$ cat src/ufbfc_pkg.sv
// Package: register map, field positions, reset values and encodings of the serial config block
package ufbfc_pkg;
  // Bus geometry
  localparam int UFBFC_AW = 5;
  localparam int UFBFC_DW = 32;
  // Register byte offsets
  localparam logic [UFBFC_AW-1:0] OFS_SPEED = 5'h00;
  localparam logic [UFBFC_AW-1:0] OFS_TXRX = 5'h04;
  localparam logic [UFBFC_AW-1:0] OFS_FRAME = 5'h08;
  localparam logic [UFBFC_AW-1:0] OFS_FLOW = 5'h0c;
  localparam logic [UFBFC_AW-1:0] OFS_BAUD_LO = 5'h10;
  localparam logic [UFBFC_AW-1:0] OFS_BAUD_HI = 5'h14;
  localparam logic [UFBFC_AW-1:0] OFS_DATA = 5'h18;
  localparam logic [UFBFC_AW-1:0] OFS_STAT = 5'h1c;
  // Field positions
  localparam int SPD_DOUBLE = 1;
  localparam int TXRX_RXEN = 4;
  localparam int TXRX_TXEN = 3;
  localparam int TXRX_SIZE2 = 2;
  localparam int FRM_MODE_LO = 6;
  localparam int FRM_SIZE_LO = 1;
  localparam int FRM_POL = 0;
  localparam int FLOW_CTS = 1;
  localparam int FLOW_RTS = 0;
  localparam int DATA_FERR = 9;
  localparam int ST_RXAVAIL = 0;
  localparam int ST_TXEMPTY = 1;
  localparam int ST_TXIDLE = 2;
  localparam int ST_OVERRUN = 3;
  localparam int ST_CTS = 4;
  localparam int ST_RTS = 5;
  localparam int ST_NBITS_LO = 8;
  // Reset values
  localparam logic [7:0] SPEED_RST = 8'h00;
  localparam logic [7:0] TXRX_RST = 8'h00;
  localparam logic [7:0] FRAME_RST = 8'h06;
  localparam logic [1:0] FLOW_RST = 2'h0;
  localparam logic [7:0] BAUD_LO_RST = 8'h00;
  localparam logic [3:0] BAUD_HI_RST = 4'h0;
  // Divisor and oversampling
  localparam int DIV_W = 12;
  localparam logic [4:0] OVS_NORMAL = 5'h10;
  localparam logic [4:0] OVS_DOUBLE = 5'h08;
  localparam int CHAR_W = 9;
  localparam int BUF_W = 10;
  localparam int BUF_DEPTH = 2;
  // Character size codes and data bit counts
  localparam logic [2:0] SZ_5 = 3'h0;
  localparam logic [2:0] SZ_6 = 3'h1;
  localparam logic [2:0] SZ_7 = 3'h2;
  localparam logic [2:0] SZ_8 = 3'h3;
  localparam logic [2:0] SZ_9 = 3'h7;
  localparam logic [3:0] NB_5 = 4'h5;
  localparam logic [3:0] NB_6 = 4'h6;
  localparam logic [3:0] NB_7 = 4'h7;
  localparam logic [3:0] NB_8 = 4'h8;
  localparam logic [3:0] NB_9 = 4'h9;
  // Operating modes
  typedef enum logic [1:0] {
    MODE_ASYNC = 2'h0,
    MODE_SYNC = 2'h1,
    MODE_RSVD = 2'h2,
    MODE_SPI = 2'h3
  } ufbfc_mode_t;
  // Frame engine states, Gray coded along idle-start-data-stop
  typedef enum logic [1:0] {
    FS_IDLE = 2'h0,
    FS_START = 2'h1,
    FS_DATA = 2'h3,
    FS_STOP = 2'h2
  } ufbfc_state_t;
endpackage : ufbfc_pkg

$ cat src/ufbfc_stream_if.sv
// Interface: valid/ready word stream between the frame engine and its buffer
interface ufbfc_stream_if #(parameter int W = 10);
  logic valid;
  logic ready;
  logic [W-1:0] data;
  modport src (output valid, output data, input ready);
  modport snk (input valid, input data, output ready);
endinterface : ufbfc_stream_if

$ cat src/ufbfc_pair_buf.sv
// Module: small register buffer with valid/ready on both sides
module ufbfc_pair_buf #(
  parameter int W = 10,
  parameter int DEPTH = 2
) (
  input wire logic clk_sys, // System clock
  input wire logic rst_b, // Synchronous reset, active low
  ufbfc_stream_if.snk fill, // Filling side
  ufbfc_stream_if.src drain // Draining side
);
  localparam int PW = (DEPTH > 1) ? $clog2(DEPTH) : 1;

  // Depth must be a power of two for pointer wrap
  if (DEPTH < 2 || (DEPTH & (DEPTH - 1)) != 0 || W < 1) begin : g_bad_cfg
    $error("ufbfc_pair_buf: DEPTH must be a power of two of at least 2");
  end

  logic [W-1:0] mem_q [DEPTH];
  logic [PW-1:0] wr_q;
  logic [PW-1:0] rd_q;
  logic [PW:0] cnt_q;
  wire push = fill.valid & fill.ready;
  wire pop = drain.valid & drain.ready;

  // Honest full and empty from the occupancy count
  assign fill.ready = (cnt_q < (PW+1)'(DEPTH));
  assign drain.valid = (cnt_q != '0);
  assign drain.data = mem_q[rd_q];

  // Storage
  always_ff @(posedge clk_sys) begin
    if (push) begin
      mem_q[wr_q] <= fill.data;
    end
  end

  // Pointers and count
  always_ff @(posedge clk_sys) begin
    if (!rst_b) begin
      wr_q <= '0;
      rd_q <= '0;
      cnt_q <= '0;
    end else begin
      if (push) wr_q <= wr_q + 1'b1;
      if (pop) rd_q <= rd_q + 1'b1;
      if (push && !pop) cnt_q <= cnt_q + 1'b1;
      else if (pop && !push) cnt_q <= cnt_q - 1'b1;
    end
  end
endmodule : ufbfc_pair_buf

$ cat src/ufbfc_core.sv
// Module: serial transceiver with frame format, baud divisor and CTS/RTS flow control
// Functional notes
// - Size code 000..011 gives five to eight bits, 111 nine; 100..110 reserved.
// - Synchronous, polarity 0: change data on rising clock, sample on falling; 1 swaps.
// - With CTS flow control on, a transmission starts only while CTS input is low.
// - With CTS flow control off, CTS is ignored and transmission always allowed.
// - Flow register bit 0 switches the RTS receive handshake on or off.
// - Twelve-bit divisor: high register gives top nibble, low register bottom byte.
// - Writing the low divisor register reloads the prescaler at once; high write doesn't.
// - Double speed in asynchronous mode cuts prescaler ticks per bit from 16 to 8.
// - Mode field: 00 async, 01 sync, 10 reserved, 11 master SPI.
module ufbfc_core
  import ufbfc_pkg::*;
(
  input wire logic clk_sys, // System clock, 50 MHz
  input wire logic rst_b, // Synchronous reset, active low
  input wire logic wb_cyc_i, // Bus cycle
  input wire logic wb_stb_i, // Bus strobe
  input wire logic wb_we_i, // Write enable
  input wire logic [UFBFC_AW-1:0] wb_adr_i, // Byte address
  input wire logic [3:0] wb_sel_i, // Byte lane selects
  input wire logic [UFBFC_DW-1:0] wb_dat_i, // Write data
  output logic [UFBFC_DW-1:0] wb_dat_o, // Read data
  output logic wb_ack_o, // Acknowledge
  input wire logic serial_rx_pin, // Receive data pin
  output logic serial_tx_pin, // Transmit data pin
  input wire logic cts_n_pin, // Clear to send, active low
  output logic rts_n_pin, // Request to send, active low
  input wire logic external_serial_clock_in, // Serial clock pin level
  output logic external_serial_clock_out, // Serial clock driven in SPI mode
  output logic external_serial_clock_oe // Serial clock output enable
);

  // Control registers
  logic [7:0] speed_q;
  logic [7:0] txrx_q;
  logic [7:0] frame_q;
  logic [1:0] flow_q;
  logic [7:0] baud_lo_q;
  logic [3:0] baud_hi_q;
  logic [DIV_W-1:0] presc_q;
  logic [CHAR_W-1:0] tx_hold_q;
  logic tx_hold_v_q;
  logic overrun_q;
  // Bus slave state
  logic ack_q;
  logic [UFBFC_DW-1:0] dat_q;
  // Pin synchronisers
  logic rx_s1_q, rx_s2_q;
  logic cts_s1_q, cts_s2_q;
  logic xck_s1_q, xck_s2_q;
  logic sclk_prev_q;
  logic xck_out_q;
  logic xck_oe_q;
  logic rts_n_q;
  // Transmit engine
  ufbfc_state_t tx_st_q;
  logic [CHAR_W-1:0] tx_data_q;
  logic [3:0] tx_idx_q;
  logic [4:0] tx_os_q;
  logic txd_q;
  // Receive engine
  ufbfc_state_t rx_st_q;
  logic [CHAR_W-1:0] rx_sh_q;
  logic [3:0] rx_idx_q;
  logic [4:0] rx_os_q;

  // Data bits per character from the three-bit size code
  function automatic logic [3:0] char_bits(input logic [2:0] code);
    case (code)
      SZ_5: char_bits = NB_5;
      SZ_6: char_bits = NB_6;
      SZ_7: char_bits = NB_7;
      SZ_8: char_bits = NB_8;
      SZ_9: char_bits = NB_9;
      default: char_bits = NB_8; // Reserved codes behave as eight bits
    endcase
  endfunction : char_bits

  // Byte-wide register write helper honouring the low lane select
  function automatic logic [7:0] lane0(input logic [7:0] old, input logic [UFBFC_DW-1:0] wd,
                                       input logic [3:0] sel);
    lane0 = sel[0] ? wd[7:0] : old;
  endfunction : lane0

  // Receive buffer between the receive engine and the data register
  ufbfc_stream_if #(.W(BUF_W)) rx_fill ();
  ufbfc_stream_if #(.W(BUF_W)) rx_drain ();
  ufbfc_pair_buf #(.W(BUF_W), .DEPTH(BUF_DEPTH)) u_rx_buf (
    .clk_sys(clk_sys),
    .rst_b(rst_b),
    .fill(rx_fill),
    .drain(rx_drain)
  );

  // Bus decode: a request is answered one cycle later, and commits at the ack edge
  wire bus_req = wb_cyc_i & wb_stb_i;
  wire bus_new = bus_req & ~ack_q;
  wire bus_commit = bus_req & ack_q;
  wire wr_commit = bus_commit & wb_we_i;
  wire rd_commit = bus_commit & ~wb_we_i;
  wire hit_speed = (wb_adr_i == OFS_SPEED);
  wire hit_txrx = (wb_adr_i == OFS_TXRX);
  wire hit_frame = (wb_adr_i == OFS_FRAME);
  wire hit_flow = (wb_adr_i == OFS_FLOW);
  wire hit_baud_lo = (wb_adr_i == OFS_BAUD_LO);
  wire hit_baud_hi = (wb_adr_i == OFS_BAUD_HI);
  wire hit_data = (wb_adr_i == OFS_DATA);
  wire hit_stat = (wb_adr_i == OFS_STAT);
  wire wr_lane0 = wr_commit & wb_sel_i[0];

  // Mode and format decode
  wire [1:0] mode_bits = frame_q[FRM_MODE_LO +: 2];
  wire mode_async = (mode_bits == MODE_ASYNC);
  wire mode_sync = (mode_bits == MODE_SYNC);
  wire mode_spi = (mode_bits == MODE_SPI);
  wire mode_ok = ~(mode_bits == MODE_RSVD); // Reserved mode blocks new transmit starts and holds the receive engine idle
  wire pol = frame_q[FRM_POL] & mode_sync;
  wire [2:0] size_code = {txrx_q[TXRX_SIZE2], frame_q[FRM_SIZE_LO +: 2]};
  wire [3:0] nbits = char_bits(size_code);
  wire tx_en = txrx_q[TXRX_TXEN] & mode_ok;
  wire rx_en = txrx_q[TXRX_RXEN] & mode_ok;
  wire dbl = speed_q[SPD_DOUBLE] & mode_async;
  wire [4:0] ovs = dbl ? OVS_DOUBLE : OVS_NORMAL;
  wire [4:0] ovs_last = ovs - 5'h01;
  wire [4:0] half_last = (ovs >> 1) - 5'h01;
  wire [DIV_W-1:0] divisor = {baud_hi_q, baud_lo_q};
  wire [DIV_W-1:0] divisor_new = {baud_hi_q, wb_dat_i[7:0]};
  wire baud_tick = (presc_q == '0);

  // Serial clock edges: external pin in sync mode, own clock in SPI mode
  wire sclk_lvl = mode_spi ? xck_out_q : xck_s2_q;
  wire sclk_rise = sclk_lvl & ~sclk_prev_q;
  wire sclk_fall = ~sclk_lvl & sclk_prev_q;
  wire chg_edge = pol ? sclk_fall : sclk_rise;
  wire smp_edge = pol ? sclk_rise : sclk_fall;

  // Bit events of both engines
  wire tx_ev = mode_async ? (baud_tick & (tx_os_q == ovs_last)) : chg_edge;
  wire rx_ev = mode_async ? (baud_tick & (rx_os_q == '0)) : smp_edge;
  wire cts_ok = ~flow_q[FLOW_CTS] | ~cts_s2_q;
  wire tx_start = tx_en & tx_hold_v_q & (tx_st_q == FS_IDLE) & cts_ok;
  wire rx_begin_async = mode_async & baud_tick & ~rx_s2_q;
  wire rx_begin_sync = ~mode_async & smp_edge & ~rx_s2_q;
  wire rx_done = (rx_st_q == FS_STOP) & rx_ev;

  // Receive buffer hookup: overrun when the buffer has no room at stop
  assign rx_fill.valid = rx_done & rx_en;
  assign rx_fill.data = {~rx_s2_q, rx_sh_q};
  assign rx_drain.ready = rd_commit & hit_data;

  // Read selection
  wire [UFBFC_DW-1:0] stat_word = {20'h00000, nbits, 2'h0, ~rts_n_q, ~cts_s2_q, overrun_q,
                                   tx_st_q == FS_IDLE, ~tx_hold_v_q, rx_drain.valid};
  wire [UFBFC_DW-1:0] data_word = rx_drain.valid ? {22'h000000, rx_drain.data} : '0;
  wire [UFBFC_DW-1:0] rd_word =
      hit_speed ? {24'h000000, speed_q} :
      hit_txrx ? {24'h000000, txrx_q} :
      hit_frame ? {24'h000000, frame_q} :
      hit_flow ? {30'h00000000, flow_q} :
      hit_baud_lo ? {24'h000000, baud_lo_q} :
      hit_baud_hi ? {28'h0000000, baud_hi_q} :
      hit_data ? data_word :
      hit_stat ? stat_word : '0;

  // Bus answer: ack one cycle after the request, dropped after one cycle
  always_ff @(posedge clk_sys) begin
    if (!rst_b) begin
      ack_q <= 1'b0;
      dat_q <= '0;
    end else begin
      ack_q <= bus_new;
      dat_q <= bus_new ? rd_word : '0;
    end
  end

  // Format and enable registers
  always_ff @(posedge clk_sys) begin
    if (!rst_b) begin
      speed_q <= SPEED_RST;
      txrx_q <= TXRX_RST;
      frame_q <= FRAME_RST;
    end else if (wr_commit) begin
      if (hit_speed) speed_q <= lane0(speed_q, wb_dat_i, wb_sel_i) & 8'h02;
      if (hit_txrx) txrx_q <= lane0(txrx_q, wb_dat_i, wb_sel_i) & 8'h1c;
      if (hit_frame) frame_q <= lane0(frame_q, wb_dat_i, wb_sel_i);
    end
  end

  // Flow control enables, upper bits not stored
  always_ff @(posedge clk_sys) begin
    if (!rst_b) begin
      flow_q <= FLOW_RST;
    end else if (wr_lane0 && hit_flow) begin
      flow_q <= wb_dat_i[1:0];
    end
  end

  // Divisor registers, reserved nibble never stored
  always_ff @(posedge clk_sys) begin
    if (!rst_b) begin
      baud_lo_q <= BAUD_LO_RST;
      baud_hi_q <= BAUD_HI_RST;
    end else if (wr_lane0) begin
      if (hit_baud_lo) baud_lo_q <= wb_dat_i[7:0];
      if (hit_baud_hi) baud_hi_q <= wb_dat_i[3:0];
    end
  end

  // Prescaler: counts down, low byte write reloads it with the new divisor
  always_ff @(posedge clk_sys) begin
    if (!rst_b) begin
      presc_q <= '0;
    end else if (wr_lane0 && hit_baud_lo) begin
      presc_q <= divisor_new;
    end else if (baud_tick) begin
      presc_q <= divisor;
    end else begin
      presc_q <= presc_q - 1'b1;
    end
  end

  // Pin synchronisers, two flops before any logic
  always_ff @(posedge clk_sys) begin
    if (!rst_b) begin
      rx_s1_q <= 1'b1;
      rx_s2_q <= 1'b1;
      cts_s1_q <= 1'b1;
      cts_s2_q <= 1'b1;
      xck_s1_q <= 1'b0;
      xck_s2_q <= 1'b0;
      sclk_prev_q <= 1'b0;
    end else begin
      rx_s1_q <= serial_rx_pin;
      rx_s2_q <= rx_s1_q;
      cts_s1_q <= cts_n_pin;
      cts_s2_q <= cts_s1_q;
      xck_s1_q <= external_serial_clock_in;
      xck_s2_q <= xck_s1_q;
      sclk_prev_q <= sclk_lvl;
    end
  end

  // Own serial clock in SPI mode, toggles on each prescaler tick
  always_ff @(posedge clk_sys) begin
    if (!rst_b) begin
      xck_out_q <= 1'b0;
      xck_oe_q <= 1'b0;
    end else begin
      xck_oe_q <= mode_spi;
      xck_out_q <= mode_spi ? (xck_out_q ^ baud_tick) : 1'b0;
    end
  end

  // RTS: with the handshake on, asserted while the receive buffer has room; held asserted with it off
  always_ff @(posedge clk_sys) begin
    if (!rst_b) begin
      rts_n_q <= 1'b0;
    end else begin
      rts_n_q <= flow_q[FLOW_RTS] ? ~rx_fill.ready : 1'b0;
    end
  end

  // Transmit holding word and sticky overrun, set wins over clear
  always_ff @(posedge clk_sys) begin
    if (!rst_b) begin
      tx_hold_q <= '0;
      tx_hold_v_q <= 1'b0;
      overrun_q <= 1'b0;
    end else begin
      if (wr_lane0 && hit_data && !tx_hold_v_q) begin
        tx_hold_q <= wb_dat_i[CHAR_W-1:0];
        tx_hold_v_q <= 1'b1;
      end else if (tx_start) begin
        tx_hold_v_q <= 1'b0;
      end
      if (rx_fill.valid && !rx_fill.ready) overrun_q <= 1'b1;
      else if (wr_lane0 && hit_stat && wb_dat_i[ST_OVERRUN]) overrun_q <= 1'b0;
    end
  end

  // Transmit oversample counter, restarted with each frame
  always_ff @(posedge clk_sys) begin
    if (!rst_b) begin
      tx_os_q <= '0;
    end else if (tx_start) begin
      tx_os_q <= '0;
    end else if (baud_tick) begin
      tx_os_q <= (tx_os_q == ovs_last) ? 5'h00 : tx_os_q + 5'h01;
    end
  end

  // Transmit frame engine: start bit, data bits LSB first, stop bit
  always_ff @(posedge clk_sys) begin
    if (!rst_b) begin
      tx_st_q <= FS_IDLE;
      tx_data_q <= '0;
      tx_idx_q <= '0;
      txd_q <= 1'b1;
    end else begin
      case (tx_st_q)
        FS_IDLE: begin
          if (tx_start) begin
            tx_data_q <= tx_hold_q;
            txd_q <= 1'b0;
            tx_st_q <= FS_START;
          end
        end
        FS_START: begin
          if (tx_ev) begin
            txd_q <= tx_data_q[0];
            tx_idx_q <= '0;
            tx_st_q <= FS_DATA;
          end
        end
        FS_DATA: begin
          if (tx_ev && tx_idx_q == nbits - 4'h1) begin
            txd_q <= 1'b1;
            tx_st_q <= FS_STOP;
          end else if (tx_ev) begin
            txd_q <= tx_data_q[tx_idx_q + 4'h1];
            tx_idx_q <= tx_idx_q + 4'h1;
          end
        end
        FS_STOP: begin
          if (tx_ev) tx_st_q <= FS_IDLE;
        end
        default: tx_st_q <= FS_IDLE;
      endcase
    end
  end

  // Receive oversample counter: half a bit to the start centre, then whole bits
  always_ff @(posedge clk_sys) begin
    if (!rst_b) begin
      rx_os_q <= '0;
    end else if (rx_st_q == FS_IDLE && rx_begin_async) begin
      rx_os_q <= half_last;
    end else if (baud_tick) begin
      rx_os_q <= (rx_os_q == '0) ? ovs_last : rx_os_q - 5'h01;
    end
  end

  // Receive frame engine
  always_ff @(posedge clk_sys) begin
    if (!rst_b) begin
      rx_st_q <= FS_IDLE;
      rx_sh_q <= '0;
      rx_idx_q <= '0;
    end else if (!rx_en) begin
      rx_st_q <= FS_IDLE;
    end else begin
      case (rx_st_q)
        FS_IDLE: begin
          rx_idx_q <= '0;
          if (rx_begin_async) begin
            rx_sh_q <= '0;
            rx_st_q <= FS_START;
          end else if (rx_begin_sync) begin
            rx_sh_q <= '0;
            rx_st_q <= FS_DATA;
          end
        end
        FS_START: begin
          if (rx_ev) rx_st_q <= rx_s2_q ? FS_IDLE : FS_DATA; // False start is dropped
        end
        FS_DATA: begin
          if (rx_ev) begin
            rx_sh_q[rx_idx_q] <= rx_s2_q;
            rx_idx_q <= rx_idx_q + 4'h1;
            if (rx_idx_q == nbits - 4'h1) rx_st_q <= FS_STOP;
          end
        end
        FS_STOP: begin
          if (rx_ev) rx_st_q <= FS_IDLE;
        end
        default: rx_st_q <= FS_IDLE;
      endcase
    end
  end

  // Outputs straight from flops
  assign wb_dat_o = dat_q;
  assign wb_ack_o = ack_q;
  assign serial_tx_pin = txd_q;
  assign rts_n_pin = rts_n_q;
  assign external_serial_clock_out = xck_out_q;
  assign external_serial_clock_oe = xck_oe_q;

endmodule : ufbfc_core

$ cat config.mk
export PLATFORM = sky130hd
export DESIGN_NAME = ufbfc_core
export DESIGN_NICKNAME = d
export VERILOG_FILES = /design/src/ufbfc_pkg.sv /design/src/ufbfc_stream_if.sv /design/src/ufbfc_pair_buf.sv /design/src/ufbfc_core.sv
export SDC_FILE = /design/constraint.sdc
export NUM_CORES = 1
export LEC_CHECK = 0
export BUFFER_PORTS_ARGS = -buffer_cell sky130_fd_sc_hd__clkbuf_2
export CAP_MARGIN = 20
export CORE_MARGIN = 2
export CORE_UTILIZATION = 45
export CTS_BUF_LIST = sky130_fd_sc_hd__clkbuf_8 sky130_fd_sc_hd__clkbuf_16
export CTS_CLUSTER_DIAMETER = 40
export CTS_CLUSTER_SIZE = 10
export DETAILED_ROUTE_END_ITERATION = 10
export REMOVE_ABC_BUFFERS = 1
export SYNTH_ARGS = -nofsm -noshare
export SYNTH_HDL_FRONTEND = slang
export SYNTH_SLANG_ARGS = --single-unit
$ cat constraint.sdc
create_clock -name clk_sys -period 2.76 [get_ports clk_sys]
set_input_delay 0.138 -clock clk_sys [delete_from_list [all_inputs] [get_ports clk_sys]]
set_output_delay 0.138 -clock clk_sys [all_outputs]
set_load 0.05 [all_outputs]
==> metrics.yaml <==
sta:
  rsz0062_at_grt: "false"
  max_slew_margin_pct: 50.21
  setup_violations: 0
  finalMaxSlewViolations: 0
  hold_violations: 0
  tightest_slew_ps: 741.1
  fin_skew_ps: 8.991
  setup_tns_ps: 0
  min_period_ps: 2553
  finalCritPeriodShare_pct: 92.51
  finalWorstSetupSlack_ps: 206.7
  timing.fmax_mhz: 391.6
yosys:
  syn_avg_cell_area_um2: 9.140
  synth_edf_count: 20
  ys_seq_area_share_pct: 44.11
  synth_warnings: 0
  synth_most_common_cell: "dfxtp_1"
  yosys-top-cells-count: "118 x dfxtp_1, 92 x nor2_1, 76 x nand2_1, 53 x mux2i_1, 48 x a21oi_1"
  synth_area_leaders: "dfxtp_1 35%, edfxtp_1 8.9%, mux2i_1 7.9%"
  synth.cell_area_mm2: 0.006718
  yosys.area.top_type: "dfxtp_1"
  ys_seq_elements: 138
  synth.distinct_cells: 76
  async_reset_ff_share_pct: 0
  yosys_most_used_dff: "dfxtp_1"
  synth_top_area_share_pct: 35.16
  synth_cells: 735
cells_and_area:
  ff_latch_area_mm2: 0.002964
  post-route-util_pct: 53.54
  antenna_cells: 0
  area_growth_pct: 15.83
  fillers: 1340
  multi_input_area_mm2: 0.003465
  fin_nets: 844
  drive_gt1_share_pct: 15.06
  final_cells: 981
status:
  outcome: "completed"
routing:
  via_per_inst: 5.579
  drt-wirelength-per-cell_um: 16.75
  routed-via-count: 5473
  drt-pass1-iter-count: 5
  drtIter0Drc: 601
  route.detailed.drc: 0
  ant_nets: 0
  routed_wirelength_mm: 16.44
cts:
  cts_tree: "built"
  clock-sinks: 138
  clockRootBuffer: "clkbuf_16"
  htreeDepth: 4
  path_clk_slew_ps: 60
  insertion_delay_ps: 430
  cts_buffers: 17
  clock_tree.buffer_depth: 2
job:
  max_cap_violations: 0
die:
  fp.dieH_um: 126.2
  ioPinCount: 86
  start_util_pct: 46.22
  die_w_um: 126.2
  core_region_area_mm2: 0.01453
  die_area_mm2: 0.01592
  rows: 44
global_route:
  grt_pass1_vias: 5167
  grt_first_pass_wirelength_mm: 26.57
  grt_overflow_total: 0
  track_usage_pct: 21.11
  grt_max_degree: 50
  antenna_found_initial: 0
worst_setup_path:
  cp.required_ps: 3110
  path_max_fanout: 5
  crit_path_start_kind: "register"
  rrSetupSlack_ps: 210
  setup.worst_path.class: "register to register"
  cp_data_arrival_time_ps: 2910
  endpoint_kind: "register"
hold_path:
  min_path_type: "input pin to register"
place:
  globalplace.congestion: 0.8853
  portBuffers: 39
  placedCellCount: 945
  pre_cts_ws_ps: 154.6
  hpwl_mm: 11.81
power_and_ir_drop:
  power.leakage_nw: 3.090
  vdd_ir_drop_max_mv: 0.4459
  pwr_density_cell_mw_per_mm2: 730.6
==> registers in the layout (all words and copies together) (netlist names), 2 cells and up, named ones only <==
signal and count:
baud_lo_q 8, wb_dat_o 12, u_rx_buf.cnt_q 2, flow_q 2, baud_hi_q 4, presc_q 12, u_rx_buf.mem_q 20, rx_os_q 5
tx_os_q 5, rx_st_q 2, tx_hold_q 9, tx_idx_q 4, rx_idx_q 4, frame_q 8, tx_data_q 9, rx_sh_q 9
txrx_q 3, tx_st_q 2
==> cell families (layout without fill, tap and decap cells) <==
| family | after synthesis | after routing | share of synthesized area [%] |
|---|---|---|---|
| AOI/OAI and AO/OA | 138 | 138 | 13.67 |
| DFF | 138 | 138 | 44.11 |
| and+or+nand+nor | 284 | 284 | 21.51 |
| other | 1 | 20 | 0.05582 |
| buffers and inverters | 74 | 117 | 5.494 |
| xor gates and xnor gates | 31 | 31 | 4.042 |
| muxes | 58 | 58 | 9.071 |
| adders and majority gates | 11 | 11 | 2.049 |
==> placed cells by master, fill, tap and decap left out, types with 16 or more instances in the layout <==
cell type	count
dfxtp_1	117
nor2_1	92
nand2_1	76
mux2i_1	53
a21oi_1	48
clkbuf_2	39
buf_4	23
conb_1	20
edfxtp_1	20
nand3_1	19
xor2_1	19
o21ai_0	18
clkbuf_16	18
and2_1	16
inv_1	16
==> layer usage <==
layer / track usage, % / vias up / part of all wire (%)
li1: - / 2666 / -
met1: 28.62 / 2594 / 46
met2: 32.86 / 182 / 46
met3: 5.140 / 31 / 5.5
met4: 7.692 / 0 / 2.1
met5: 0 / - / 0
==> area by class of cell <==
| cell class | instances | area share, % |
|---|---|---|
| Multi-Input combinational cell | 542 | 44.52 |
| Sequential cell | 138 | 38.09 |
| Clock buffer | 23 | 6.673 |
| Timing Repair Buffer | 67 | 5.499 |
| Tap cell | 184 | 2.959 |
| Clock inverter | 9 | 1.383 |
| Inverter | 18 | 0.8683 |
==> critical path, cell delays in order (launching register included) <==
cell and delay, ps:
dfxtp_1 350, nor4_4 360, and4b_1 390, nand3_2 190, a211oi_2 260, buf_4 170
ha_1 260, or3_1 380, a21oi_1 130
==> path summary, 6_finish.rpt <==
check | cells past startpoint | startpoint | end
max | 8 | presc_q[7] | u_rx_buf.cnt_q[1]
min | 3 | wb_dat_i[5] | baud_lo_q[5]
max reg2reg | 8 | presc_q[7] | u_rx_buf.cnt_q[1]
min reg2reg | 1 | rx_s1_q | rx_s2_q
==> per-stage QoR <==
step | instance area (um^2) | hold slack, ps | power (mW)
final | 7781 | 23.66 | 5.685
after global routing | 7781 | 21.47 | 5.940
after CTS | 7772 | 12.93 | 5.704
after detailed placement | 7106 | 324.4 | 3.333
after global placement | 7106 | 323.5 | 3.316
after floorplan | 6487 | 199.9 | 3.024
==> power by group <==
group          switching (mW)  leakage, nW  internal (mW)
clock network           0.872        0.307           1.50
logic                   0.623         1.60          0.453
registers               0.101         1.18           2.13
==> repair_timing <==
action                     CTS  global route
setup endpoints to repair    0             5
hold buffers                 4             0
buffers inserted             0             0
gates resized for setup      0             2
hold endpoints to repair     4             0
Power figures use the tool's default switching activity.
